[src/tec_pkg.sv]
package tec_pkg;
   // mode register field positions
   localparam int MODE_COUNT_EN = 7;
   localparam int MODE_PWM      = 6;
   localparam int MODE_PRESET_S = 3;
   localparam int MODE_PRESET_C = 2;
   localparam int MODE_INV_LVL  = 1;
   localparam int MODE_OUT_EN   = 0;
   localparam logic [7:0] MODE_RESET  = 8'h00;
   localparam logic [7:0] CMP_RESET   = 8'h00;
   localparam logic [2:0] CKSEL_RESET = 3'h0;
   localparam logic [7:0] COUNT_ZERO  = 8'h00;
   localparam logic [7:0] COUNT_TOP   = 8'hFF;
   // clock-select codes: 0/1 pick event-pin edges, rest divide ref_clk
   localparam logic [2:0] SEL_EVT_FALL = 3'h0;
   localparam logic [2:0] SEL_EVT_RISE = 3'h1;
   localparam int PRESCALE_W = 12;
   typedef enum logic [1:0] {TEC_IDLE, TEC_RUN} tec_state_t;
endpackage

[src/tec_tick_if.sv]
`timescale 1ns/1ps
interface tec_tick_if;
   logic       tick;
   logic [2:0] sel;
   logic       run;
   modport src (output tick, input sel, input run);
   modport dst (input tick, output sel, output run);
endinterface

[src/tec_tick_gen.sv]
`timescale 1ns/1ps
// count-clock tick generator: prescaled ref_clk or event-pin edge
module tec_tick_gen (
   input  wire logic ref_clk,
   input  wire logic nrst,
   input  wire logic event_input_pin,
   tec_tick_if.src   tk
);
   logic [tec_pkg::PRESCALE_W-1:0] div_r, div_nxt;
   logic                           evtPrev_r, evtPrev_nxt;
   logic                           tick_r, tick_nxt;

   always_comb begin
      div_nxt     = tk.run ? div_r + 1'b1 : '0;
      evtPrev_nxt = event_input_pin;
      case (tk.sel)
         tec_pkg::SEL_EVT_FALL: tick_nxt = tk.run & evtPrev_r & ~event_input_pin;
         tec_pkg::SEL_EVT_RISE: tick_nxt = tk.run & ~evtPrev_r & event_input_pin;
         3'h2:    tick_nxt = tk.run & (div_r[1:0] == 2'h3);
         3'h3:    tick_nxt = tk.run & (div_r[3:0] == 4'hF);
         3'h4:    tick_nxt = tk.run & (div_r[5:0] == 6'h3F);
         3'h5:    tick_nxt = tk.run & (div_r[7:0] == 8'hFF);
         3'h6:    tick_nxt = tk.run & (div_r[9:0] == 10'h3FF);
         default: tick_nxt = tk.run & (&div_r);
      endcase
   end

   always_ff @(posedge ref_clk) begin
      if (!nrst) begin
         div_r     <= '0;
         evtPrev_r <= 1'b0;
         tick_r    <= 1'b0;
      end else begin
         div_r     <= div_nxt;
         evtPrev_r <= evtPrev_nxt;
         tick_r    <= tick_nxt;
      end
   end

   assign tk.tick = tick_r;
endmodule // tec_tick_gen

[src/tec_timer.sv]
`timescale 1ns/1ps
// Summary of operation
// - clear-and-start mode: match clears counter to 00H next count, pulses interrupt
// - count-enable 1 starts counting, 0 stops and clears
// - event counting: select 00H falling edge, 01H rising edge of event pin
// - three-bit count clock select field, bits 0 to 2
// - square-wave mode: with mode bit 1 set, output flip-flop toggles on each match, 50% duty
// - square-wave frequency is 1/(2t(N+1)), N from 00H to FFH
// - mode bit 6 set selects PWM free-running operation
// - PWM: mode bit 1 selects active-high (0) or active-low (1)
// - PWM: mode bit 0 enables waveform on timer output
// - PWM inactive until overflow, active until match, repeating
// - PWM output goes inactive immediately when counting stops
// - PWM period 256 count clocks, active width N clocks
// - PWM compare buffered; written before FFH edge loads next overflow
// - compare read returns newly written value while transfer pending
// - start is asynchronous to count clock; first match may slip one clock
// - output-enable 0 drives timer output low
module tec_timer (
   input  wire logic       ref_clk,
   input  wire logic       nrst,
   input  wire logic       event_input_pin,
   input  wire logic       mode_wr,
   input  wire logic [7:0] mode_wdata,
   input  wire logic       cmp_wr,
   input  wire logic [7:0] cmp_wdata,
   input  wire logic       cksel_wr,
   input  wire logic [2:0] cksel_wdata,
   output logic      [7:0] timer_mode_reg,
   output logic      [7:0] compare_value_reg,
   output logic      [2:0] count_clock_select_reg,
   output logic      [7:0] event_counter_value,
   output logic            match_interrupt_request,
   output logic            timer_output_pin
);
   tec_tick_if tk ();

   // mode and run state
   logic [7:0]          mode_r, mode_nxt;
   logic [2:0]          cksel_r, cksel_nxt;
   tec_pkg::tec_state_t state_r, state_nxt;
   // counter
   logic [7:0]          cnt_r, cnt_nxt;
   // compare buffering
   logic [7:0]          cmpWr_r, cmpWr_nxt;     // software view of compare
   logic [7:0]          cmpAct_r, cmpAct_nxt;   // value in effect
   logic                pend_r, pend_nxt;
   logic                armed_r, armed_nxt;     // pending value moves at the next overflow
   // output and interrupt
   logic                ff_r, ff_nxt;
   logic                pwmAct_r, pwmAct_nxt;
   logic                irq_r, irq_nxt;
   logic                out_r, out_nxt;

   logic                run;
   logic                pwm;
   logic                atTop;
   logic                match;
   logic                ovf;
   logic                pwmEnd;

   tec_tick_gen u_tick (
      .ref_clk         (ref_clk),
      .nrst            (nrst),
      .event_input_pin (event_input_pin),
      .tk              (tk.src)
   );

   assign tk.sel = cksel_r;
   assign tk.run = mode_nxt[tec_pkg::MODE_COUNT_EN];

   // conditions shared by the counter, compare and output groups
   always_comb begin
      run    = (state_r == tec_pkg::TEC_RUN);
      pwm    = mode_r[tec_pkg::MODE_PWM];
      atTop  = (cnt_r == tec_pkg::COUNT_TOP);
      match  = run & tk.tick & (cnt_r == cmpAct_r);
      ovf    = run & tk.tick & atTop;
      // counter reaches the compare value on this tick: ends the active phase after N clocks
      pwmEnd = run & tk.tick & ((cnt_r + 8'h01) == cmpAct_r);
   end

   // mode, clock select and run state
   always_comb begin
      mode_nxt  = mode_r;
      cksel_nxt = cksel_r;
      state_nxt = state_r;
      if (mode_wr) begin
         // preset bits are write-only strobes, bits 5 and 4 read 0
         mode_nxt = mode_wdata & 8'hC3;
      end
      if (cksel_wr) begin
         cksel_nxt = cksel_wdata;
      end
      case (state_r)
         tec_pkg::TEC_IDLE: begin
            // start is taken on ref_clk, not on a count tick
            if (mode_nxt[tec_pkg::MODE_COUNT_EN]) begin
               state_nxt = tec_pkg::TEC_RUN;
            end
         end
         tec_pkg::TEC_RUN: begin
            if (!mode_nxt[tec_pkg::MODE_COUNT_EN]) begin
               state_nxt = tec_pkg::TEC_IDLE;
            end
         end
         default: begin
            state_nxt = tec_pkg::TEC_IDLE;
         end
      endcase
   end

   always_ff @(posedge ref_clk) begin
      if (!nrst) begin
         mode_r  <= tec_pkg::MODE_RESET;
         cksel_r <= tec_pkg::CKSEL_RESET;
         state_r <= tec_pkg::TEC_IDLE;
      end else begin
         mode_r  <= mode_nxt;
         cksel_r <= cksel_nxt;
         state_r <= state_nxt;
      end
   end

   // counter
   always_comb begin
      cnt_nxt = cnt_r;
      if (!run) begin
         cnt_nxt = tec_pkg::COUNT_ZERO;
      end else if (tk.tick) begin
         if (!pwm && (cnt_r == cmpAct_r)) begin
            cnt_nxt = tec_pkg::COUNT_ZERO;
         end else begin
            // free-running wrap at FFH gives the 256-clock PWM period
            cnt_nxt = cnt_r + 8'h01;
         end
      end
   end

   always_ff @(posedge ref_clk) begin
      if (!nrst) begin
         cnt_r <= tec_pkg::COUNT_ZERO;
      end else begin
         cnt_r <= cnt_nxt;
      end
   end

   // compare buffering
   always_comb begin
      cmpWr_nxt  = cmpWr_r;
      cmpAct_nxt = cmpAct_r;
      pend_nxt   = pend_r;
      armed_nxt  = armed_r;
      if (pend_r && ovf) begin
         if (armed_r) begin
            cmpAct_nxt = cmpWr_r;
            pend_nxt   = 1'b0;
            armed_nxt  = 1'b0;
         end else begin
            // written after the FFH edge: this overflow only arms it
            armed_nxt = 1'b1;
         end
      end
      if (cmp_wr) begin
         cmpWr_nxt = cmp_wdata;
         if (pwm && run) begin
            pend_nxt  = 1'b1;
            // counter already standing at FFH: the coming overflow is too close
            armed_nxt = !atTop || tk.tick;
         end else begin
            cmpAct_nxt = cmp_wdata;
            pend_nxt   = 1'b0;
            armed_nxt  = 1'b0;
         end
      end
   end

   always_ff @(posedge ref_clk) begin
      if (!nrst) begin
         cmpWr_r  <= tec_pkg::CMP_RESET;
         cmpAct_r <= tec_pkg::CMP_RESET;
         pend_r   <= 1'b0;
         armed_r  <= 1'b0;
      end else begin
         cmpWr_r  <= cmpWr_nxt;
         cmpAct_r <= cmpAct_nxt;
         pend_r   <= pend_nxt;
         armed_r  <= armed_nxt;
      end
   end

   // output flip-flop, pwm phase, pin and interrupt
   always_comb begin
      ff_nxt = ff_r;
      if (mode_wr && !mode_wdata[tec_pkg::MODE_PWM]) begin
         // preset code 11 is refused and leaves the flip-flop alone
         if (mode_wdata[tec_pkg::MODE_PRESET_S] && !mode_wdata[tec_pkg::MODE_PRESET_C]) begin
            ff_nxt = 1'b1;
         end else if (!mode_wdata[tec_pkg::MODE_PRESET_S] && mode_wdata[tec_pkg::MODE_PRESET_C]) begin
            ff_nxt = 1'b0;
         end
      end else if (match && !pwm && mode_r[tec_pkg::MODE_INV_LVL]) begin
         ff_nxt = ~ff_r;
      end
      pwmAct_nxt = pwmAct_r;
      if (!run || !pwm) begin
         pwmAct_nxt = 1'b0;
      end else if (ovf) begin
         // judged on the value in effect after any transfer; 00H stays inactive
         pwmAct_nxt = (cmpAct_nxt != tec_pkg::COUNT_ZERO);
      end else if (pwmEnd) begin
         pwmAct_nxt = 1'b0;
      end
      if (!mode_nxt[tec_pkg::MODE_OUT_EN]) begin
         out_nxt = 1'b0;
      end else if (mode_nxt[tec_pkg::MODE_PWM]) begin
         out_nxt = (pwmAct_nxt & mode_nxt[tec_pkg::MODE_COUNT_EN]) ^ mode_nxt[tec_pkg::MODE_INV_LVL];
      end else begin
         out_nxt = ff_nxt;
      end
      irq_nxt = match;
   end

   always_ff @(posedge ref_clk) begin
      if (!nrst) begin
         ff_r     <= 1'b0;
         pwmAct_r <= 1'b0;
         irq_r    <= 1'b0;
         out_r    <= 1'b0;
      end else begin
         ff_r     <= ff_nxt;
         pwmAct_r <= pwmAct_nxt;
         irq_r    <= irq_nxt;
         out_r    <= out_nxt;
      end
   end

   assign timer_mode_reg          = mode_r;
   assign compare_value_reg       = cmpWr_r;
   assign count_clock_select_reg  = cksel_r;
   assign event_counter_value     = cnt_r;
   assign match_interrupt_request = irq_r;
   assign timer_output_pin        = out_r;
endmodule // tec_timer

[config.mk]
export PLATFORM = sky130hd
export DESIGN_NAME = tec_timer
export DESIGN_NICKNAME = d
export VERILOG_FILES = /design/src/tec_pkg.sv /design/src/tec_tick_if.sv /design/src/tec_tick_gen.sv /design/src/tec_timer.sv
export SDC_FILE = /design/constraint.sdc
export NUM_CORES = 1
export LEC_CHECK = 0
export BUFFER_PORTS_ARGS = -buffer_cell sky130_fd_sc_hd__buf_2
export CELL_PAD_IN_SITES_DETAIL_PLACEMENT = 1
export CELL_PAD_IN_SITES_GLOBAL_PLACEMENT = 1
export CORE_UTILIZATION = 44
export DETAILED_ROUTE_END_ITERATION = 8
export GPL_TIMING_DRIVEN = 1
export HOLD_SLACK_MARGIN = 0.15
export PLACE_DENSITY_LB_ADDON = 0.1
export SLEW_MARGIN = 20
export SYNTH_ARGS = -nofsm -noshare
export SYNTH_HDL_FRONTEND = slang
export SYNTH_SLANG_ARGS = --single-unit
[constraint.sdc]
create_clock -name ref_clk -period 5.2 [get_ports ref_clk]
set_input_delay 0.52 -clock ref_clk [delete_from_list [all_inputs] [get_ports ref_clk]]
set_output_delay 0.52 -clock ref_clk [all_outputs]
set_load 0.05 [all_outputs]
==> impl_metrics.ini, run 1 <==
[status]
outcome = finished clean

[synthesis]
syn_inst = 304
synth_compound_area_share_pct = 12.6
synthTopCellsByArea = dfxtp_1 39%, mux2i_1 8.7%, nor2_1 6.1%, xnor2_1 4.0%, nand2_1 3.3%
avgSynthCellArea_sq_um = 8.69
yosys_most_used_dff = dfxtp_1
synth-xor-area-share_pct = 6.63
synth-simple-area-share_pct = 24.5
yosysTopAreaCell = dfxtp_1
ys_ff_latch = 52
yosys.area_share.adder_pct = 1.33
netlist_area_sq_um = 2640
synth_edf_count = 0
yosysTopAreaCellShare_pct = 39.4
synthArstFlopShare_pct = 0
ys_types = 49
synthTopCellsByCount = 52 x dfxtp_1, 43 x nor2_1, 23 x mux2i_1, 23 x nand2_1, 15 x a21oi_1
synth.most_common_cell = dfxtp_1
muxShareOfSynthArea_pct = 9.57
ys_warn_count = 0
synth_top_family_by_area = simple AND/OR/NAND/NOR gates
seq_area_frac_synth_pct = 39.4

[clock_network]
clk_pin_slew_ns = 0.10
cts_resized = 0
cts_max_level = 2
cts.path.max_buffers = 2
cts-buffers-inserted = 5
cts-root-buf = clkbuf_8
post_cts.repair.setup_buffers = 0
clock-sinks = 52
clk_latency_ns = 0.31
hold_buffers = 0
cts_tree = built

[worst_setup_path]
rrSetupSlack_ns = 2.78
required_ns = 5.41
worstSetupStartpointType = flop
r2r-end = timer_output_pin
critical_path_arrival_ns = 2.63
rr_worst_depth = 8
cp-end-kind = flop
criticalPathCategory = reg2reg
critPathMaxFanout = 11
rr_startpoint = event_counter_value[0]

[grt]
grt_pass1_wl_um = 10500
overflow = 0
grt_usage_pct = 21.2
grt_max_degree = 26
antenna_found_initial = 0
grt_pass1_vias = 2192

[floorplan]
die_x_um = 79.5
core_area_sq_um = 5640
dieHeight_um = 79.5
die_area_sq_um = 6320
io_pins = 54
initial_core_util_pct = 46.8
rows = 27

[layout]
regMostFlops = u_tick.div_r
layout.nets = 370
layoutNonFillerInstCount = 416
antenna_cells = 0
largest_register_ff_count = 12
layout-drive-gt1-share_pct = 19.5
final_util_pct = 52.3
layout-area-overhead-vs-synth_pct = 11.6
fillerInstances = 713

[sta]
final-setup-viol-count = 0
whs_ns = 0.445
rsz0062_at_grt = false
period_share_pct = 46.6
fmax_ghz = 0.413
finalSetupTns_ns = 0
finalMaxSlewViolations = 0
final_hold_viol_count = 0
skew_ns = 0.00584
worstMarginPinSlew_ns = 0.550
fin_crit_ns = 2.42
relSlewSlack_pct = 63.3

[pwr]
power_switching_w = 0.000235
pwr-share-seq_pct = 54.0
ir_drop_mv = 0.165
power_density_nw_per_um2 = 271
swShare_pct = 29.5
pwr-share-clk_pct = 32.0
internal_power_w = 0.000562
power_frac_comb_pct = 14.1
leakage_nw = 1.14

[drt]
vias = 2333
firstDrtPassIters = 4
wl_um = 6290
routed_via_density = 5.61
post_drt_wl_per_cell_um = 15.1
final_antenna_net_count = 0
drtIter0Drc = 68
drc = 0

[placed_design]
finalWeightedCongestion = 0.808
io_buffers = 47
place_inst = 408
dp_hpwl_um = 4640

[flow_run]
drv_cap = 0

[min_path]
holdPathEnd = u_tick.evtPrev_r
min_path_type = in2reg
min-delay-start = event_input_pin
whs_path_depth = 2
-- worst max-delay path, cell delays in order (launching register included) --
cell and delay (ns):
dfxtp_1 0.45, ha_1 0.30, and3_1 0.26, and3_4 0.32, mux2i_1 0.22, o2111ai_1 0.16, a41oi_2 0.30, mux2i_1 0.24
nand2_1 0.07
-- power groups by stage --
stage                     Clock [W]  Sequential (W)  Combinational (W)
final                      0.000255        0.000430           0.000112
after global routing       0.000277        0.000433           0.000122
after CTS                  0.000263        0.000430           0.000113
after detailed placement          0        0.000439           0.000113
after global placement            0        0.000438           0.000110
after floorplan                   0        0.000457          0.0000655
-- area by class of cell --
cell class	instances	area [sq um]	share of cell area [%]
clock buffers	6	82.6	2.80
clock inverters	2	17.5	0.594
inverters	6	22.5	0.764
multi-input cells	231	1460	49.5
flip-flops and latches	52	1040	35.3
well taps	72	90.1	3.06
repair buffers	47	235	7.98
-- cell usage in the layout, fill, tap and decap left out, types with 2 or more instances in the layout --
cell | synthesis | routed
nand2_1 | 23 | 23
nand2b_1 | 3 | 3
or3_1 | 7 | 7
inv_6 | 0 | 2
o21ai_0 | 12 | 12
xor2_1 | 8 | 8
nand4_1 | 5 | 5
a21oi_1 | 15 | 15
or3b_2 | 2 | 2
mux2_2 | 2 | 2
nor4_1 | 9 | 9
dfxtp_1 | 52 | 52
a211oi_1 | 8 | 8
o211ai_1 | 2 | 2
a31oi_1 | 3 | 3
nand3b_1 | 3 | 3
nor3_1 | 8 | 8
o2111ai_1 | 2 | 2
o21a_1 | 2 | 2
conb_1 | 1 | 4
clkbuf_8 | 2 | 6
ha_1 | 2 | 2
xnor2_1 | 12 | 12
nand3_1 | 13 | 13
and2_1 | 2 | 2
inv_1 | 5 | 5
buf_2 | 1 | 47
mux2i_1 | 23 | 23
nor2_1 | 43 | 43
and3_1 | 3 | 3
-- logic make-up (layout without fill, tap and decap cells) --
logic type,Yosys count,count (layout)
simple gates,128,128
flops,52,52
compound gates,51,51
mux,25,25
buf+inv,24,61
xor+xnor,20,20
fa+ha+maj,3,3
other cells,1,4
-- metal layers --
| layer | track usage (%) | routed length [um] | vias up |
|---|---|---|---|
| met3 | 3.09 | 213 | 7 |
| met4 | 4.91 | 55 | 0 |
| li1 | - | - | 1150 |
| met2 | 35.0 | 2920 | 51 |
| met1 | 28.9 | 3100 | 1125 |
| met5 | 0 | 0 | - |
-- metrics by stage --
step                      total power [W]  setup slack, ns  cell area [sq um]
after floorplan                  0.000523             2.80               2650
after global placement           0.000549             2.81               2850
after detailed placement         0.000552             2.79               2850
after CTS                        0.000806             2.75               2950
after global routing             0.000832             2.61               2950
final                            0.000798             2.78               2950
-- how the worst max path moves through the flow --
stage | from | depth (start not counted) | slack [ns] | endpoint
after floorplan | event_counter_value[0] | 9 | 2.80 | timer_output_pin
after global placement | event_counter_value[0] | 8 | 2.81 | timer_output_pin
after detailed placement | event_counter_value[0] | 8 | 2.79 | timer_output_pin
after CTS | event_counter_value[0] | 8 | 2.75 | timer_output_pin
after global routing | event_counter_value[0] | 8 | 2.61 | timer_output_pin
final | event_counter_value[0] | 8 | 2.78 | timer_output_pin
Power figures use the tool's default switching activity.
==> run 2, diff against run 1 <==
--- a/config.mk
+++ b/config.mk
@@ -8,7 +8,7 @@
 export BUFFER_PORTS_ARGS = -buffer_cell sky130_fd_sc_hd__buf_2
 export CELL_PAD_IN_SITES_DETAIL_PLACEMENT = 1
 export CELL_PAD_IN_SITES_GLOBAL_PLACEMENT = 1
-export CORE_UTILIZATION = 44
+export CORE_UTILIZATION = 41
 export DETAILED_ROUTE_END_ITERATION = 8
 export GPL_TIMING_DRIVEN = 1
 export HOLD_SLACK_MARGIN = 0.15
==> constraint.sdc (replaced) <==
create_clock -name ref_clk -period 2.54 [get_ports ref_clk]
set_input_delay 0.254 -clock ref_clk [delete_from_list [all_inputs] [get_ports ref_clk]]
set_output_delay 0.254 -clock ref_clk [all_outputs]
set_load 0.05 [all_outputs]
==> impl_metrics.ini, run 2 (synthesized netlist as in run 1, its figures left out) <==
[grt]
grt_max_degree = 26
grt_usage_pct = 20.9
antenna_found_initial = 0
overflow = 0
grt_pass1_wl_um = 10900
grt_pass1_vias = 2258

[pwr]
leakage_nw = 1.17
ir_drop_mv = 0.256
power_w = 0.00167
power_density_nw_per_um2 = 558

[clock_network]
clk_latency_ns = 0.31
cts-root-buf = clkbuf_8
cts_tree = built
cts_max_level = 2
hold_buffers = 0
clock-sinks = 52
cts.path.max_buffers = 2
cts-buffers-inserted = 5
clk_pin_slew_ns = 0.09

[drt]
wl_um = 6600
firstDrtPassIters = 4
vias = 2355
post_drt_wl_per_cell_um = 15.6
routed_via_density = 5.57
final_antenna_net_count = 0
drc = 0
drtIter0Drc = 102

[placed_design]
placed_area_sq_um = 2900
io_buffers = 47
dp_hpwl_um = 4720
finalWeightedCongestion = 0.766
place_inst = 417

[sta]
worstMarginPinSlew_ns = 0.539
rsz0062_at_grt = false
final_hold_viol_count = 0
fin_crit_ns = 2.33
period_share_pct = 91.7
finalMaxSlewViolations = 0
final-setup-viol-count = 0
skew_ns = 0.00550
finalSetupTns_ns = 0
fmax_ghz = 0.430
relSlewSlack_pct = 63.7

[worst_setup_path]
required_ns = 2.75
cp-end-kind = flop
critPathMaxFanout = 11
worstSetupStartpointType = flop
cp_cell_sequence = ha_2, and3_1, and3_4, mux2i_1, o2111ai_1, a41oi_2, mux2i_1, nand2_1
critical_path_arrival_ns = 2.54
cp_common_cell = mux2i_1
criticalPathCategory = reg2reg
slowest_stage = dfxtp_1
critPathMaxStageDelay_ns = 0.42

[layout]
layout-drive-gt1-share_pct = 20.7
postLayoutCellArea_sq_um = 3000
final_util_pct = 49.5
regMostFlops = u_tick.div_r
layoutNonFillerInstCount = 423
final_common_cell = dfxtp_1
largest_register_ff_count = 12
layout.nets = 376
antenna_cells = 0
layout-area-overhead-vs-synth_pct = 13.5
final_cell_mix = 52 x dfxtp_1, 47 x buf_2, 43 x nor2_1

[floorplan]
initial_core_util_pct = 43.6
die_x_um = 82.3
io_pins = 54
core_area_sq_um = 6060
dieHeight_um = 82.3
rows = 28
die_area_sq_um = 6770

[status]
outcome = finished clean

[min_path]
min_path_type = in2reg

[flow_run]
drv_cap = 0
==> run 2: cell count changes in the layout (fill, tap and decap cells not counted), sizes merged <==
cell    change
buf         +6
clkbuf      -1
bufinv      +1
inv         -2
==> run 2: stage by stage <==
step / hold slack, ns / worst slack, ns
final: 0.181 / 0.212
after global routing: 0.185 / 0.0568
after CTS: 0.175 / 0.163
after detailed placement: 0.486 / 0.212
after global placement: 0.471 / 0.221
after floorplan: 0.376 / 0.143
==> run 2: power by group <==
group          internal (W)  switching (W)
Clock              0.000283       0.000274
Combinational     0.0000807       0.000158
Sequential         0.000844      0.0000336
Total               0.00121       0.000466
==> run 2: repair_timing <==
item	CTS	global route
endpoints found under the hold margin	0	0
resized for setup	0	1
setup buffers	0	0
setup endpoints to repair	0	1
==> run 2: layout make-up <==
class | count | area, sq um
well taps | 75 | 93.8
inverters | 6 | 22.5
clock buffers | 5 | 68.8
clock inverters | 1 | 30.0
multi-input cells | 231 | 1460
fillers | 749 | 3060
repair buffers | 53 | 280
flip-flops and latches | 52 | 1040
==> run 2: worst max-delay path, delay by kind of cell, from the launching register on <==
| family | cells | cell delay (ns) |
|---|---|---|
| AOI/OAI and AO/OA | 2 | 0.47 |
| adders and majority gates | 1 | 0.28 |
| DFF | 1 | 0.42 |
| muxes | 2 | 0.44 |
| and+or+nand+nor | 3 | 0.60 |
==> run 2: layer usage <==
metal  part of all wire [%]  vias up  GRT usage [%]
met4                   0.88        0           5.61
met2                     45       56           33.9
met5                      0        -              0
met1                     50     1127           28.4
met3                    4.2        8           3.74
li1                       -     1164              -
==> run 2: worst paths after layout <==
check                          from  slack, ns  cells past startpoint                         to
max reg2reg  event_counter_value[1]       0.21                      8           timer_output_pin
min                  cksel_wdata[0]       0.18                      3  count_clock_select_reg[0]
min reg2reg         u_tick.div_r[0]       0.50                      1            u_tick.div_r[0]
max          event_counter_value[1]       0.21                      8           timer_output_pin
==> run 3, diff against run 2 <==
--- a/config.mk
+++ b/config.mk
@@ -12,7 +12,7 @@
 export DETAILED_ROUTE_END_ITERATION = 8
 export GPL_TIMING_DRIVEN = 1
 export HOLD_SLACK_MARGIN = 0.15
-export PLACE_DENSITY_LB_ADDON = 0.1
+export PLACE_DENSITY = 0.79
 export SLEW_MARGIN = 20
 export SYNTH_ARGS = -nofsm -noshare
 export SYNTH_HDL_FRONTEND = slang
==> impl_metrics.ini, run 3 (synthesized netlist as in run 1, its figures left out) <==
[grt]
antenna_found_initial = 0
grt_max_degree = 26
grt_pass1_wl_um = 10500
overflow = 0
grt_pass1_vias = 2230
grt_usage_pct = 20.2

[drt]
wl_um = 6460
vias = 2316
drtIter0Drc = 115
firstDrtPassIters = 4
routed_via_density = 5.45
post_drt_wl_per_cell_um = 15.2
final_antenna_net_count = 0
drc = 0

[layout]
postLayoutCellArea_sq_um = 2990
regMostFlops = u_tick.div_r
largest_register_ff_count = 12
layout-drive-gt1-share_pct = 20.9
layout-area-overhead-vs-synth_pct = 13.3
final_cell_mix = 52 x dfxtp_1, 47 x buf_2, 43 x nor2_1
antenna_cells = 0
final_common_cell = dfxtp_1
layout.nets = 376

[clock_network]
hold_buffers = 0
cts-root-buf = clkbuf_8
cts-buffers-inserted = 5
clk_pin_slew_ns = 0.10
cts_resized = 0
cts_max_level = 2
post_cts.repair.setup_buffers = 0
clk_latency_ns = 0.31
cts.path.max_buffers = 2
clock-sinks = 52
cts_tree = built

[floorplan]
die_area_sq_um = 6770
core_area_sq_um = 6060
rows = 28
initial_core_util_pct = 43.6
die_x_um = 82.3
dieHeight_um = 82.3
io_pins = 54

[worst_setup_path]
cp_common_cell = mux2i_1
rr_startpoint = event_counter_value[1]
critPathMaxFanout = 11
criticalPathCategory = reg2reg
cp_cell_sequence = ha_1, and3_1, and3_4, mux2i_1, o2111ai_1, a41oi_2, mux2i_1, nand2_1
cp-end-kind = flop
crit_start = event_counter_value[1]
slowest_stage = dfxtp_1
required_ns = 2.75
critical_path_arrival_ns = 2.49
critPathMaxStageDelay_ns = 0.41
worstSetupStartpointType = flop

[placed_design]
io_buffers = 47
finalWeightedCongestion = 0.801
dp_hpwl_um = 4770
placed_area_sq_um = 2900

[sta]
final-setup-viol-count = 0
finalMaxSlewViolations = 0
worstMarginPinSlew_ns = 0.488
final_hold_viol_count = 0
fin_crit_ns = 2.28
rsz0062_at_grt = false
period_share_pct = 89.9
finalSetupTns_ns = 0
relSlewSlack_pct = 67.2
skew_ns = 0.00299
fmax_ghz = 0.438

[min_path]
min_path_type = in2reg
min-delay-start = event_input_pin

[pwr]
power_density_nw_per_um2 = 544
ir_drop_mv = 0.349
leakage_nw = 1.17

[flow_run]
drv_cap = 0

[status]
outcome = finished clean
-- run 3: per-layer routing --
layer  track usage (%)  vias up  part of all wire (%)
met5                 0        -                     0
met3              3.30        7                   3.2
met1              26.2     1112                    48
li1                  -     1156                     -
met4              4.74        0                  0.80
met2              34.9       41                    48
-- run 3: layout make-up --
cell class,instances,area [sq um]
clock buffers,6,82.6
clock inverters,2,13.8
fillers,752,3070
inverters,6,22.5
multi-input cells,231,1460
flip-flops and latches,52,1040
well taps,75,93.8
repair buffers,53,280
-- run 3: path summary, 6_finish.rpt --
path / to / slack, ns / cells past startpoint
hold reg to reg: u_tick.div_r[5] / 0.49 / 2
setup / recovery: timer_output_pin / 0.26 / 8
setup reg to reg: timer_output_pin / 0.26 / 8
hold / removal: u_tick.evtPrev_r / 0.18 / 2
-- run 3: critical path, delay by kind of cell (launching register included) --
kind | cells | cell delay (ns)
adders and majority gates | 1 | 0.29
AOI/OAI and AO/OA | 2 | 0.44
and+or+nand+nor | 3 | 0.61
muxes | 2 | 0.42
DFF | 1 | 0.41
-- run 3: report_power, final --
| part | total (W) | internal [W] | switching [W] |
|---|---|---|---|
| logic | 0.000241 | 0.0000811 | 0.000160 |
| clock network | 0.000507 | 0.000224 | 0.000284 |
| registers | 0.000879 | 0.000845 | 0.0000342 |
| total | 0.00163 | 0.00115 | 0.000478 |
-- run 3: through the flow --
stage / power, W / util, % / hold WS (ns) / std cells / setup slack, ns
2_1_floorplan: 0.00107 / - / 0.376 / 307 / 0.143
3_3_place_gp: 0.00113 / 47.8 / 0.470 / 417 / 0.256
3_5_place_dp: 0.00114 / 47.8 / 0.481 / 417 / 0.274
4_1_cts: 0.00164 / 49.4 / 0.173 / 425 / 0.239
5_1_grt: 0.00169 / 49.4 / 0.184 / 425 / 0.0842
6_report: 0.00163 / 49.4 / 0.177 / 425 / 0.258
